[src/rtl/cacr_pkg.sv]
// Package with offsets, field positions, reset values and timing counts for the card config block.
package cacr_pkg;
  localparam int CACR_ADDR_W = 11;
  localparam logic [10:0] CACR_OFS_OPTION = 11'h200;
  localparam logic [10:0] CACR_OFS_STATUS = 11'h202;
  localparam logic [10:0] CACR_OFS_PINREP = 11'h204;
  localparam logic [10:0] CACR_OFS_SOCKET = 11'h206;
  localparam int CACR_OPT_SRST = 7;
  localparam int CACR_OPT_LEVEL = 6;
  localparam int CACR_STS_CHANGED = 7;
  localparam int CACR_STS_CHANGE_SIGNAL_ENABLE = 6;
  localparam int CACR_STS_EIGHT = 5;
  localparam int CACR_STS_PWRDN = 2;
  localparam int CACR_STS_INT = 1;
  localparam int CACR_PIN_RDYCHG = 5;
  localparam int CACR_PIN_WPCHG = 4;
  localparam int CACR_PIN_RDYMASK = 1;
  localparam int CACR_PIN_WPMASK = 0;
  localparam logic [7:0] CACR_OPT_RESET = 8'h00;
  localparam logic [7:0] CACR_STS_RESET = 8'h00;
  localparam logic [7:0] CACR_PIN_FIXED = 8'h0c;
  localparam logic [5:0] CACR_IDX_MEMORY = 6'h00;
  localparam logic [5:0] CACR_IDX_IO_ANY = 6'h01;
  localparam logic [5:0] CACR_IDX_IO_PRI = 6'h02;
  localparam logic [5:0] CACR_IDX_IO_SEC = 6'h03;
  localparam int CACR_CLK_MHZ = 50;
  localparam int CACR_PWR_SETTLE_NS = 1000;
  localparam int CACR_PWR_SETTLE_CYC = (CACR_PWR_SETTLE_NS * CACR_CLK_MHZ + 999) / 1000;
  typedef enum logic [1:0] {
    CACR_SP_STANDBY,
    CACR_SP_COMMON,
    CACR_SP_ATTR,
    CACR_SP_INVALID
  } cacr_space_t;
endpackage : cacr_pkg

[src/rtl/cacr_sync.sv]
// Two flip-flop synchroniser for one bit.
`timescale 1ns/100ps
module cacr_sync (
  input wire logic clk,
  input wire logic arst_n,
  input wire logic d,
  output logic q
);
  logic meta_r;

  // The first stage is read only by the second stage.
  always_ff @(posedge clk or negedge arst_n) begin
    if (!arst_n) begin
      meta_r <= 1'b0;
      q <= 1'b0;
    end else begin
      meta_r <= d;
      q <= meta_r;
    end
  end
endmodule : cacr_sync

[src/rtl/cacr_regs.sv]
// Card bus space decoder with the option, status and pin replacement registers.
`timescale 1ns/100ps
module cacr_regs
  import cacr_pkg::*;
#(
  parameter int SETTLE_CYC = CACR_PWR_SETTLE_CYC
) (
  input wire logic clk,
  input wire logic arst_n,
  input wire logic low_byte_select_n,
  input wire logic high_byte_select_n,
  input wire logic attr_space_select_n,
  input wire logic read_strobe_n,
  input wire logic write_strobe_n,
  input wire logic [10:0] addr,
  input wire logic [15:0] data_in,
  output logic [15:0] data_out,
  output logic data_lo_oe_n,
  output logic data_hi_oe_n,
  output logic [7:0] common_rd_data,
  output logic [15:0] common_wr_data,
  output logic common_wr_pulse,
  output logic common_rd_active,
  output logic [1:0] common_lanes,
  output logic [7:0] table_rd_addr,
  input wire logic [7:0] table_rd_data,
  input wire logic internal_ready,
  input wire logic internal_irq,
  input wire logic irq_disable_ctl,
  input wire logic card_idle,
  input wire logic command_arrived,
  output logic card_reset,
  output logic cmd_hard_reset,
  output logic level_irq_mode,
  output logic [5:0] config_index,
  output logic io_any_mode,
  output logic io_primary_mode,
  output logic io_secondary_mode,
  output logic status_change_out_n,
  output logic ready_busy,
  output logic low_power
);
  logic lbs_s, hbs_s, attr_s, rd_s, wr_s;
  logic [7:0] option_r;
  logic change_signal_enable_r, eight_r, pwrdn_r;
  logic rdy_chg_r, wp_chg_r, rdy_prev_r;
  logic wr_prev_r;
  logic low_power_r, target_lp_r;
  logic [15:0] settle_r;
  logic [7:0] rd_byte, wdat;
  logic [7:0] common_rd_data_hi;
  logic attr_dec, cfg_dec, attr_valid, wr_edge, cfg_wr, changed;
  cacr_space_t space;

  // The busy window must last at least two cycles and fit the 16-bit settle counter.
  if (SETTLE_CYC < 2 || SETTLE_CYC > 65535) begin : g_bad_settle
    $error("SETTLE_CYC out of range");
  end

  // Strobes come from the card pins, so every one is synchronised first.
  cacr_sync u_s0 (.clk(clk), .arst_n(arst_n), .d(~low_byte_select_n), .q(lbs_s));
  cacr_sync u_s1 (.clk(clk), .arst_n(arst_n), .d(~high_byte_select_n), .q(hbs_s));
  cacr_sync u_s2 (.clk(clk), .arst_n(arst_n), .d(~attr_space_select_n), .q(attr_s));
  cacr_sync u_s3 (.clk(clk), .arst_n(arst_n), .d(~read_strobe_n), .q(rd_s));
  cacr_sync u_s4 (.clk(clk), .arst_n(arst_n), .d(~write_strobe_n), .q(wr_s));
  // The synchronised copies carry an _s suffix and are active high.

  // Space decode; only the low byte select with A0 low is a legal attribute access.
  always_comb begin
    attr_valid = attr_s && lbs_s && !addr[0];
    if (!lbs_s && !hbs_s) begin
      space = CACR_SP_STANDBY;
    end else if (!attr_s) begin
      space = CACR_SP_COMMON;
    end else if (attr_valid) begin
      space = CACR_SP_ATTR;
    end else begin
      space = CACR_SP_INVALID;
    end
  end

  assign attr_dec = (space == CACR_SP_ATTR);
  assign cfg_dec = attr_dec && !addr[10] && addr[9] && (addr[8:4] == 5'h00) && !addr[3];
  assign wr_edge = wr_s && !wr_prev_r && !rd_s;
  // A table region write (A9 low) never reaches a register.
  assign cfg_wr = wr_edge && cfg_dec;
  assign wdat = data_in[7:0];
  assign changed = rdy_chg_r || wp_chg_r;
  assign table_rd_addr = addr[8:1];

  // Write strobe and ready history for edge detection.
  always_ff @(posedge clk or negedge arst_n) begin
    if (!arst_n) begin
      wr_prev_r <= 1'b0;
      rdy_prev_r <= 1'b1;
    end else begin
      wr_prev_r <= wr_s;
      rdy_prev_r <= ready_busy;
    end
  end

  // Option register; its soft reset bit survives the reset it causes.
  always_ff @(posedge clk or negedge arst_n) begin
    if (!arst_n) begin
      option_r <= CACR_OPT_RESET;
    end else if (cfg_wr && addr[2:1] == CACR_OFS_OPTION[2:1]) begin
      option_r <= wdat;
    end else if (option_r[CACR_OPT_SRST]) begin
      option_r <= {1'b1, 7'h00};
    end
  end

  assign card_reset = option_r[CACR_OPT_SRST];
  assign cmd_hard_reset = option_r[CACR_OPT_SRST];
  assign level_irq_mode = option_r[CACR_OPT_LEVEL];
  assign config_index = option_r[5:0];
  assign io_any_mode = (config_index == CACR_IDX_IO_ANY);
  assign io_primary_mode = (config_index == CACR_IDX_IO_PRI);
  assign io_secondary_mode = (config_index == CACR_IDX_IO_SEC);

  // Status register host bits; soft reset clears them like a hardware reset.
  always_ff @(posedge clk or negedge arst_n) begin
    if (!arst_n) begin
      change_signal_enable_r <= 1'b0;
      eight_r <= 1'b0;
      pwrdn_r <= 1'b0;
    end else if (card_reset) begin
      change_signal_enable_r <= 1'b0;
      eight_r <= 1'b0;
      pwrdn_r <= 1'b0;
    end else if (cfg_wr && addr[2:1] == CACR_OFS_STATUS[2:1]) begin
      change_signal_enable_r <= wdat[CACR_STS_CHANGE_SIGNAL_ENABLE];
      eight_r <= wdat[CACR_STS_EIGHT];
      pwrdn_r <= wdat[CACR_STS_PWRDN];
    end
  end

  // Changed bits: a ready toggle sets its bit, a masked write sets or clears either bit; set wins.
  always_ff @(posedge clk or negedge arst_n) begin
    if (!arst_n) begin
      rdy_chg_r <= 1'b0;
      wp_chg_r <= 1'b0;
    end else if (card_reset) begin
      rdy_chg_r <= 1'b0;
      wp_chg_r <= 1'b0;
    end else begin
      if (ready_busy != rdy_prev_r) begin
        rdy_chg_r <= 1'b1;
      end else if (cfg_wr && addr[2:1] == CACR_OFS_PINREP[2:1] && wdat[CACR_PIN_RDYMASK]) begin
        rdy_chg_r <= wdat[CACR_PIN_RDYCHG];
      end
      if (cfg_wr && addr[2:1] == CACR_OFS_PINREP[2:1] && wdat[CACR_PIN_WPMASK]) begin
        wp_chg_r <= wdat[CACR_PIN_WPCHG];
      end
    end
  end

  // Power state: a request change or idle/command drives the target; busy while settling.
  always_ff @(posedge clk or negedge arst_n) begin
    if (!arst_n) begin
      target_lp_r <= 1'b0;
      low_power_r <= 1'b0;
      settle_r <= 16'h0000;
    end else begin
      if (cfg_wr && addr[2:1] == CACR_OFS_STATUS[2:1]
          && wdat[CACR_STS_PWRDN] != pwrdn_r) begin
        target_lp_r <= wdat[CACR_STS_PWRDN];
        settle_r <= 16'(SETTLE_CYC);
      end else if (command_arrived && target_lp_r) begin
        target_lp_r <= 1'b0;
        settle_r <= 16'(SETTLE_CYC);
      end else if (card_idle && !target_lp_r && settle_r == 16'h0000) begin
        target_lp_r <= 1'b1;
      end else if (settle_r != 16'h0000) begin
        settle_r <= settle_r - 16'h0001;
      end
      if (settle_r == 16'h0001) begin
        low_power_r <= target_lp_r;
      end else if (settle_r == 16'h0000) begin
        low_power_r <= target_lp_r;
      end
    end
  end

  assign low_power = low_power_r;
  // The settle window overrides the core's ready so the host waits the change out.
  assign ready_busy = internal_ready && (settle_r == 16'h0000) && !card_reset;

  // Status change pin only acts while the configuration index is not the memory index 0.
  always_ff @(posedge clk or negedge arst_n) begin
    if (!arst_n) begin
      status_change_out_n <= 1'b1;
    end else begin
      status_change_out_n <= !((config_index != CACR_IDX_MEMORY) && change_signal_enable_r && changed);
    end
  end

  // Read mux; undecoded configuration slots answer zero.
  always_comb begin
    rd_byte = 8'h00;
    if (attr_dec && !addr[9]) begin
      rd_byte = table_rd_data;
    end else if (cfg_dec) begin
      case (addr[2:1])
        CACR_OFS_OPTION[2:1]: rd_byte = option_r;
        CACR_OFS_STATUS[2:1]: begin
          rd_byte[CACR_STS_CHANGED] = changed;
          rd_byte[CACR_STS_CHANGE_SIGNAL_ENABLE] = change_signal_enable_r;
          rd_byte[CACR_STS_EIGHT] = eight_r;
          rd_byte[CACR_STS_PWRDN] = pwrdn_r;
          rd_byte[CACR_STS_INT] = internal_irq && !irq_disable_ctl;
        end
        CACR_OFS_PINREP[2:1]: begin
          rd_byte = CACR_PIN_FIXED;
          rd_byte[CACR_PIN_RDYCHG] = rdy_chg_r;
          rd_byte[CACR_PIN_WPCHG] = wp_chg_r;
          rd_byte[CACR_PIN_RDYMASK] = ready_busy;
        end
        default: rd_byte = 8'h00;
      endcase
    end
  end

  // Data lanes are registered; attribute reads never use the upper lanes.
  always_ff @(posedge clk or negedge arst_n) begin
    if (!arst_n) begin
      data_out <= 16'h0000;
      data_lo_oe_n <= 1'b1;
      data_hi_oe_n <= 1'b1;
    end else begin
      data_lo_oe_n <= 1'b1;
      data_hi_oe_n <= 1'b1;
      if (rd_s && !wr_s) begin
        case (space)
          CACR_SP_ATTR: begin
            data_out <= {8'h00, rd_byte};
            data_lo_oe_n <= 1'b0;
          end
          CACR_SP_COMMON: begin
            data_out <= {common_rd_data_hi, common_rd_data};
            data_lo_oe_n <= !lbs_s;
            data_hi_oe_n <= !hbs_s;
          end
          default: data_out <= data_out;
        endcase
      end
    end
  end

  // Common reads present the same stored byte on both lanes.
  assign common_rd_data_hi = common_rd_data;
  assign common_rd_data = table_rd_data;
  assign common_rd_active = (space == CACR_SP_COMMON) && rd_s;
  assign common_lanes = {hbs_s, lbs_s};

  // Common writes; a single high select carries its byte on the upper lanes.
  always_ff @(posedge clk or negedge arst_n) begin
    if (!arst_n) begin
      common_wr_data <= 16'h0000;
      common_wr_pulse <= 1'b0;
    end else begin
      common_wr_pulse <= wr_edge && (space == CACR_SP_COMMON);
      if (wr_edge && space == CACR_SP_COMMON) begin
        common_wr_data <= data_in;
      end
    end
  end

  // Attribute read on high lanes never happens.
  a_attr_lanes: assert property (@(posedge clk) disable iff (!arst_n)
    $past(space) == CACR_SP_ATTR |-> data_hi_oe_n)
    else $error("upper lanes driven during attribute access");
  a_standby_hiz: assert property (@(posedge clk) disable iff (!arst_n)
    (!lbs_s && !hbs_s) |=> (data_lo_oe_n && data_hi_oe_n))
    else $error("lanes driven in standby");
  a_odd_nowrite: assert property (@(posedge clk) disable iff (!arst_n)
    (wr_edge && attr_s && addr[0]) |=> $stable(option_r) || $past(option_r[7]))
    else $error("odd attribute write changed option");
  a_table_nowrite: assert property (@(posedge clk) disable iff (!arst_n)
    (wr_edge && attr_s && !addr[9] && !option_r[7]) |=> $stable(option_r))
    else $error("table write changed option");
  a_srst_hold: assert property (@(posedge clk) disable iff (!arst_n)
    (option_r[7] && !cfg_wr) |=> option_r[7] && card_reset)
    else $error("soft reset bit cleared itself");
  a_status_change_out_n_pin: assert property (@(posedge clk) disable iff (!arst_n)
    !change_signal_enable_r |=> status_change_out_n)
    else $error("status change pin low while disabled");
  a_pwr_busy: assert property (@(posedge clk) disable iff (!arst_n)
    (cfg_wr && addr[2:1] == 2'h1 && wdat[2] != pwrdn_r && !card_reset) |=> !ready_busy[*2])
    else $error("ready during power transition");
  a_rdy_toggle: assert property (@(posedge clk) disable iff (!arst_n)
    (ready_busy != rdy_prev_r && !card_reset) |=> rdy_chg_r)
    else $error("ready change not caught");
endmodule : cacr_regs

[config.mk]
export PLATFORM = sky130hd
export DESIGN_NAME = cacr_regs
export DESIGN_NICKNAME = d
export VERILOG_FILES = /design/src/rtl/cacr_pkg.sv /design/src/rtl/cacr_sync.sv /design/src/rtl/cacr_regs.sv
export SDC_FILE = /design/constraint.sdc
export NUM_CORES = 1
export LEC_CHECK = 0
export BUFFER_PORTS_ARGS = -buffer_cell sky130_fd_sc_hd__buf_2
export CAP_MARGIN = 10
export CORE_UTILIZATION = 40
export CTS_CLUSTER_DIAMETER = 150
export CTS_CLUSTER_SIZE = 16
export DETAILED_ROUTE_END_ITERATION = 7
export PLACE_DENSITY = 0.65
export SYNTH_ARGS = -nofsm -noshare
export SYNTH_HDL_FRONTEND = slang
export SYNTH_SLANG_ARGS = --single-unit
[constraint.sdc]
create_clock -name clk -period 2 [get_ports clk]
set_input_delay 0.4 -clock clk [delete_from_list [all_inputs] [get_ports clk]]
set_output_delay 0.4 -clock clk [all_outputs]
set_load 0.05 [all_outputs]
# Word-level counts from Yosys, hierarchy flattened
# Index checks and enable logic that the tools add are counted.
# op_classes
n_addsub	1
eq_ne	11
mux	36
n_bitwise	5
n_reduce_logical	57
# op_table
operator	count
16-bit 2-to-1 mux	4
8-bit 2-to-1 mux	4
16-bit case mux with 2 select lines	1
1-bit logical AND	28
1-bit 2-to-1 mux	21
16-bit by 1-bit equality test with 1-bit output, second input constant	1
16-bit logical NOT	1
16-bit nonzero test	1
16-bit by 1-bit subtractor with 16-bit output, second input constant	1
1-bit logical NOT	13
6-bit by 2-bit equality test with 1-bit output, second input constant	2
2-bit nonzero test	5
3-bit case mux with 3 select lines	1
3-bit nonzero test	3
6-bit by 1-bit equality test with 1-bit output, second input constant	1
2-bit case mux with 3 select lines	1
6-bit nonzero test	1
5-bit logical NOT	1
1-bit inverter	5
2-bit by 1-bit equality test with 1-bit output, second input constant	2
2-bit equality test, second input constant	2
2-bit 2-to-1 mux	2
2-bit case mux with 2 select lines	1
2-bit AND reduction	2
5 further kinds	6
# totals
register_bits	79
inputBits	47
output_inout_bits	69

# Longest topological paths before layout
# depth
ltp_word	16
ltp_mapped	9
depth_no_buf	8

# By module
# Synthesis repeated with hierarchy kept, for this count alone.
# hier_totals
cells_unflattened	360
hier_area_um2	3788.6
# modules_own_cells
mod	instances	cells_each	area_each_um2	seq_area_each_um2
cacr_regs	1	350	3538.4	1731.7
cacr_sync	5	2	50.0	50.0

# Least setup slack after synthesis
# No wires, ideal clock.
# synth_path
path_kind	reg2out
from	register settle_r[2]
to	output port ready_busy
arrival_ps	2574
t_required_ps	1600
setup_slack_ps	-974
stages_incl_launch_ff	5
n_path_buf	0
path_cell_list	dfrtp_1 -> or4_1 -> nor4b_1 -> nand3_1 -> nor3b_1
# synth_between
elab_chain_cells	3
# synth_rtl
element	line_no	source
start, declared	cacr_regs.sv:49	logic [15:0] settle_r;
start signal, assigned	cacr_regs.sv:168	settle_r <= 16'(SETTLE_CYC);
start signal, assigned	cacr_regs.sv:171	settle_r <= 16'(SETTLE_CYC);
start signal, assigned	cacr_regs.sv:175	settle_r <= settle_r - 16'h0001;
16-bit logical NOT	cacr_regs.sv:187	assign ready_busy = internal_ready && (settle_r == 16'h0000) && !card_reset;
1-bit logical AND (2 in a row)	cacr_regs.sv:187	
end, declared	cacr_regs.sv:40	output logic ready_busy,
# Every way passes these cells.

# Final worst setup path
# Ends and elaborated chain as after synthesis.

==> run metrics <==
DIE HEIGHT=~99 um; clk slew on worst S/H paths=roughly 0.080 ns; Core ar.=approximately 0.0088 mm2; DRC viols=7; register area share after synthesis=between 50% and 60%; mean area per synthesized cell=between 10 and 15 um2; startpoint types=flop; largest net degree at the start of global routing=37; syn_nets=slightly above 400; Worst Setup End Kind=output port; number of buffers created by CTS=9; Final Max Slew Viols=0; Crit Path Class=flop to output port; remaining global-route overflow=0; Power Density=roughly 890 mW/mm2; area delta synth->final=42.5%; final core utilization=between 50% and 60%; worst slack at placement=-0.268 ns; cell area after layout=about 0.0053 mm2; drt pass-1 iters=6; Highest Signal Layer=met4; sw power=approximately 0.0017 W; crit path DAT=2.10 ns; DR WL/cell=about 16 um; CP required=~1.6 ns; Detailed Route WL=9830 um; combinational power share=approximately a third; I/O Pins=about 120; FF+latch count, synth=79; Initial Utilization=between 40 and 50%; die area=between 0.009 and 0.01 mm2; antenna-violating nets left=0; Final Hold Fails=0; routed length on met1=4470 um; clk_skew=about 0.0093 ns; Reg power frac=about 41%; CTS max path bufs=2; measured slew at the worst slew-check pin=around 0.5 ns; Placement Cell Area=about 0.0046 mm2; GP Congestion=roughly 0.85; GR Util All Layers=20.3%; hold_ws=about 0.011 ns; drt initial violations=around 160; Min-Delay Path Class=primary input to async pin; Final period util=125%; max_slew headroom=roughly two thirds; PortBufs=~120; mapped cell area=between 0.003 and 0.004 mm2; leak pwr=roughly 2.5 nW; nets@finish=563; final setup vio count=30; met2 wire len=between 4000 and 5000 um; fmax=roughly 400 MHz; Fill cells=~740; ANT cells=0; failing checks=DRC, setup timing; Via-to-Cell Ratio=around 5.1; first-pass GRT wire length=approximately 15000 um; met3 wire len=around 500 um; CTS tree=yes; Final min period=2.50 ns; H-Tree Depth=3; vias in the first global route=3097; synth warn=0; Final Power=0.00471 W; PnR worst setup slack=-0.503 ns; CTS root buffer=clkbuf_8; clock sink count=79; Netlist cell types=just under 50; Int Power=between 0.002 and 0.003 W; later-pin clock latency in the skew report=approximately 0.35 ns; DPL Wire Length=a little under 7000 um; status=finished with violations; RSZ-0062 raised after global routing=true; sequential standard cell area=around 0.002 mm2; initial antenna violation count=0; clock network power share=27.2%; Site Rows=34; worst-path fanout max=2; Peak VDD IR=between 0.4 and 0.5 mV; Switching Share=36.7%; die width=roughly 99 um; Max Cap Viol=0; detailed-route via count=roughly 3.2k; proportion of layout cells with a drive suffix above 1=between 50 and 60%; multi-input logic area=between 0.0015 and 0.002 mm2; Synth Instances=about 360
==> sequential cells by signal, indices dropped and copies added, names as in the netlist, 8 cells and up <==
| register | cells |
|---|---|
| common_wr_data | 16 |
| data_out | 16 |
| settle_r | 16 |
| option_r | 8 |
==> synthesized netlist by cell type (all sizes together) <==
cell / instances / area (um2)
a211o: 1 / 8.76
o31ai: 1 / 7.51
nand4: 1 / 6.26
dfrtp: 75 / 1880
and3: 3 / 18.8
or4: 4 / 33.8
o21a: 2 / 15.0
nand4b: 1 / 8.76
a211oi: 3 / 22.5
a32oi: 1 / 8.76
or3b: 1 / 8.76
o21ai: 18 / 90.1
xnor2: 9 / 78.8
a21oi: 15 / 75.1
dfstp: 4 / 105
and4: 1 / 8.76
o22ai: 2 / 12.5
a22oi: 3 / 22.5
buf: 23 / 169
nor2b: 2 / 12.5
nor4b: 2 / 32.5
a21o: 2 / 15.0
mux2: 19 / 214
a2111oi: 2 / 17.5
ha: 5 / 62.6
nor3: 5 / 25.0
o221ai: 1 / 8.76
nor2: 28 / 113
and2: 3 / 18.8
nand2: 33 / 124
a22o: 1 / 10.0
mux2i: 8 / 80.1
nor3b: 2 / 15.0
nand3b: 1 / 7.51
clkbuf: 10 / 37.5
nand2b: 15 / 93.8
or3: 5 / 36.3
nand3: 17 / 85.1
nor4: 9 / 56.3
xor2: 2 / 17.5
a31oi: 2 / 12.5
inv: 14 / 52.6
==> placed cells by master, fill, tap and decap left out, drive strengths merged, types with 3 or more instances in the layout <==
cell	n
clkbuf	9
a22oi	3
mux2	19
nand3	17
and3	3
nor3	5
dfstp	4
or3	5
mux2i	8
xnor2	9
nor2	28
ha	5
or4	4
inv	14
clkinv	4
dfrtp	75
and2	3
nand2	33
nor4	9
a21oi	15
o21ai	18
buf	175
a22o	3
a211oi	3
nand2b	15
==> area by class of cell <==
class / instances / area share, %
tap: 108 / 2.55
multi-input combinational: 232 / 33.9
clock buffer: 9 / 2.33
inverter: 14 / 0.990
sequential: 79 / 37.4
timing repair buffer: 175 / 21.2
clock inverter: 7 / 1.65
==> logic make-up after synthesis <==
kind of cell,after synthesis,share of synthesized area [%]
compound gates,54,8.77
xor+xnor,11,2.59
simple gates,133,18.9
mux,27,7.89
flops,79,53.2
fa+ha+maj,5,1.68
buf+inv,47,6.95
==> metal layers <==
metal  track usage [%]  vias up
li1                  -     1532
met1              28.5     1531
met2              31.6      104
met3              2.91       13
met4              8.73        0
met5                 0        -
==> worst max-delay path, cell delays in order, from the launching register on <==
cell	delay (ns)
dfrtp_1	0.39
or4_4	0.55
nor4b_2	0.22
nand3_1	0.18
nor3b_4	0.23
buf_6	0.19
==> final timing paths <==
kind / cells after the start / to / from / slack (ns)
worst max-delay path: 5 / ready_busy / settle_r[2] / -0.50
worst min-delay path: 1 / common_wr_data[13] / arst_n / 0.01
worst max register to register: 11 / settle_r[1] / u_s0.q / -0.18
worst min register to register: 0 / u_s1.q / u_s1.meta_r / 0.35
max in group asynchronous: 2 / u_s0.q / arst_n / 1.41
min in group clk: 2 / u_s3.meta_r / read_strobe_n / 0.18
==> stage by stage <==
step	TNS [ns]	instances
3_3_place_gp	-5.46	590
6_report	-2.34	624
2_1_floorplan	-0.869	356
4_1_cts	-3.09	616
5_1_grt	-4.23	624
3_5_place_dp	-6.46	590
==> power by group through the flow <==
stage               clock (W)  combinational [W]  sequential, W
global route          0.00138            0.00157        0.00197
detailed placement          0            0.00141        0.00197
floorplan                   0           0.000424        0.00253
finish                0.00128            0.00148        0.00194
global placement            0            0.00140        0.00196
CTS                   0.00130            0.00144        0.00194
==> timing repair <==
action / 4_1_cts / 5_1_grt
setup endpoints to repair: 36 / 44
gates resized for setup: 32 / 51
pin swaps: 12 / 28
cloned: 2 / 1
setup buffers: 8 / 8
hold buffers: 0 / 0
Note: power is estimated with default switching activity, not from simulation.
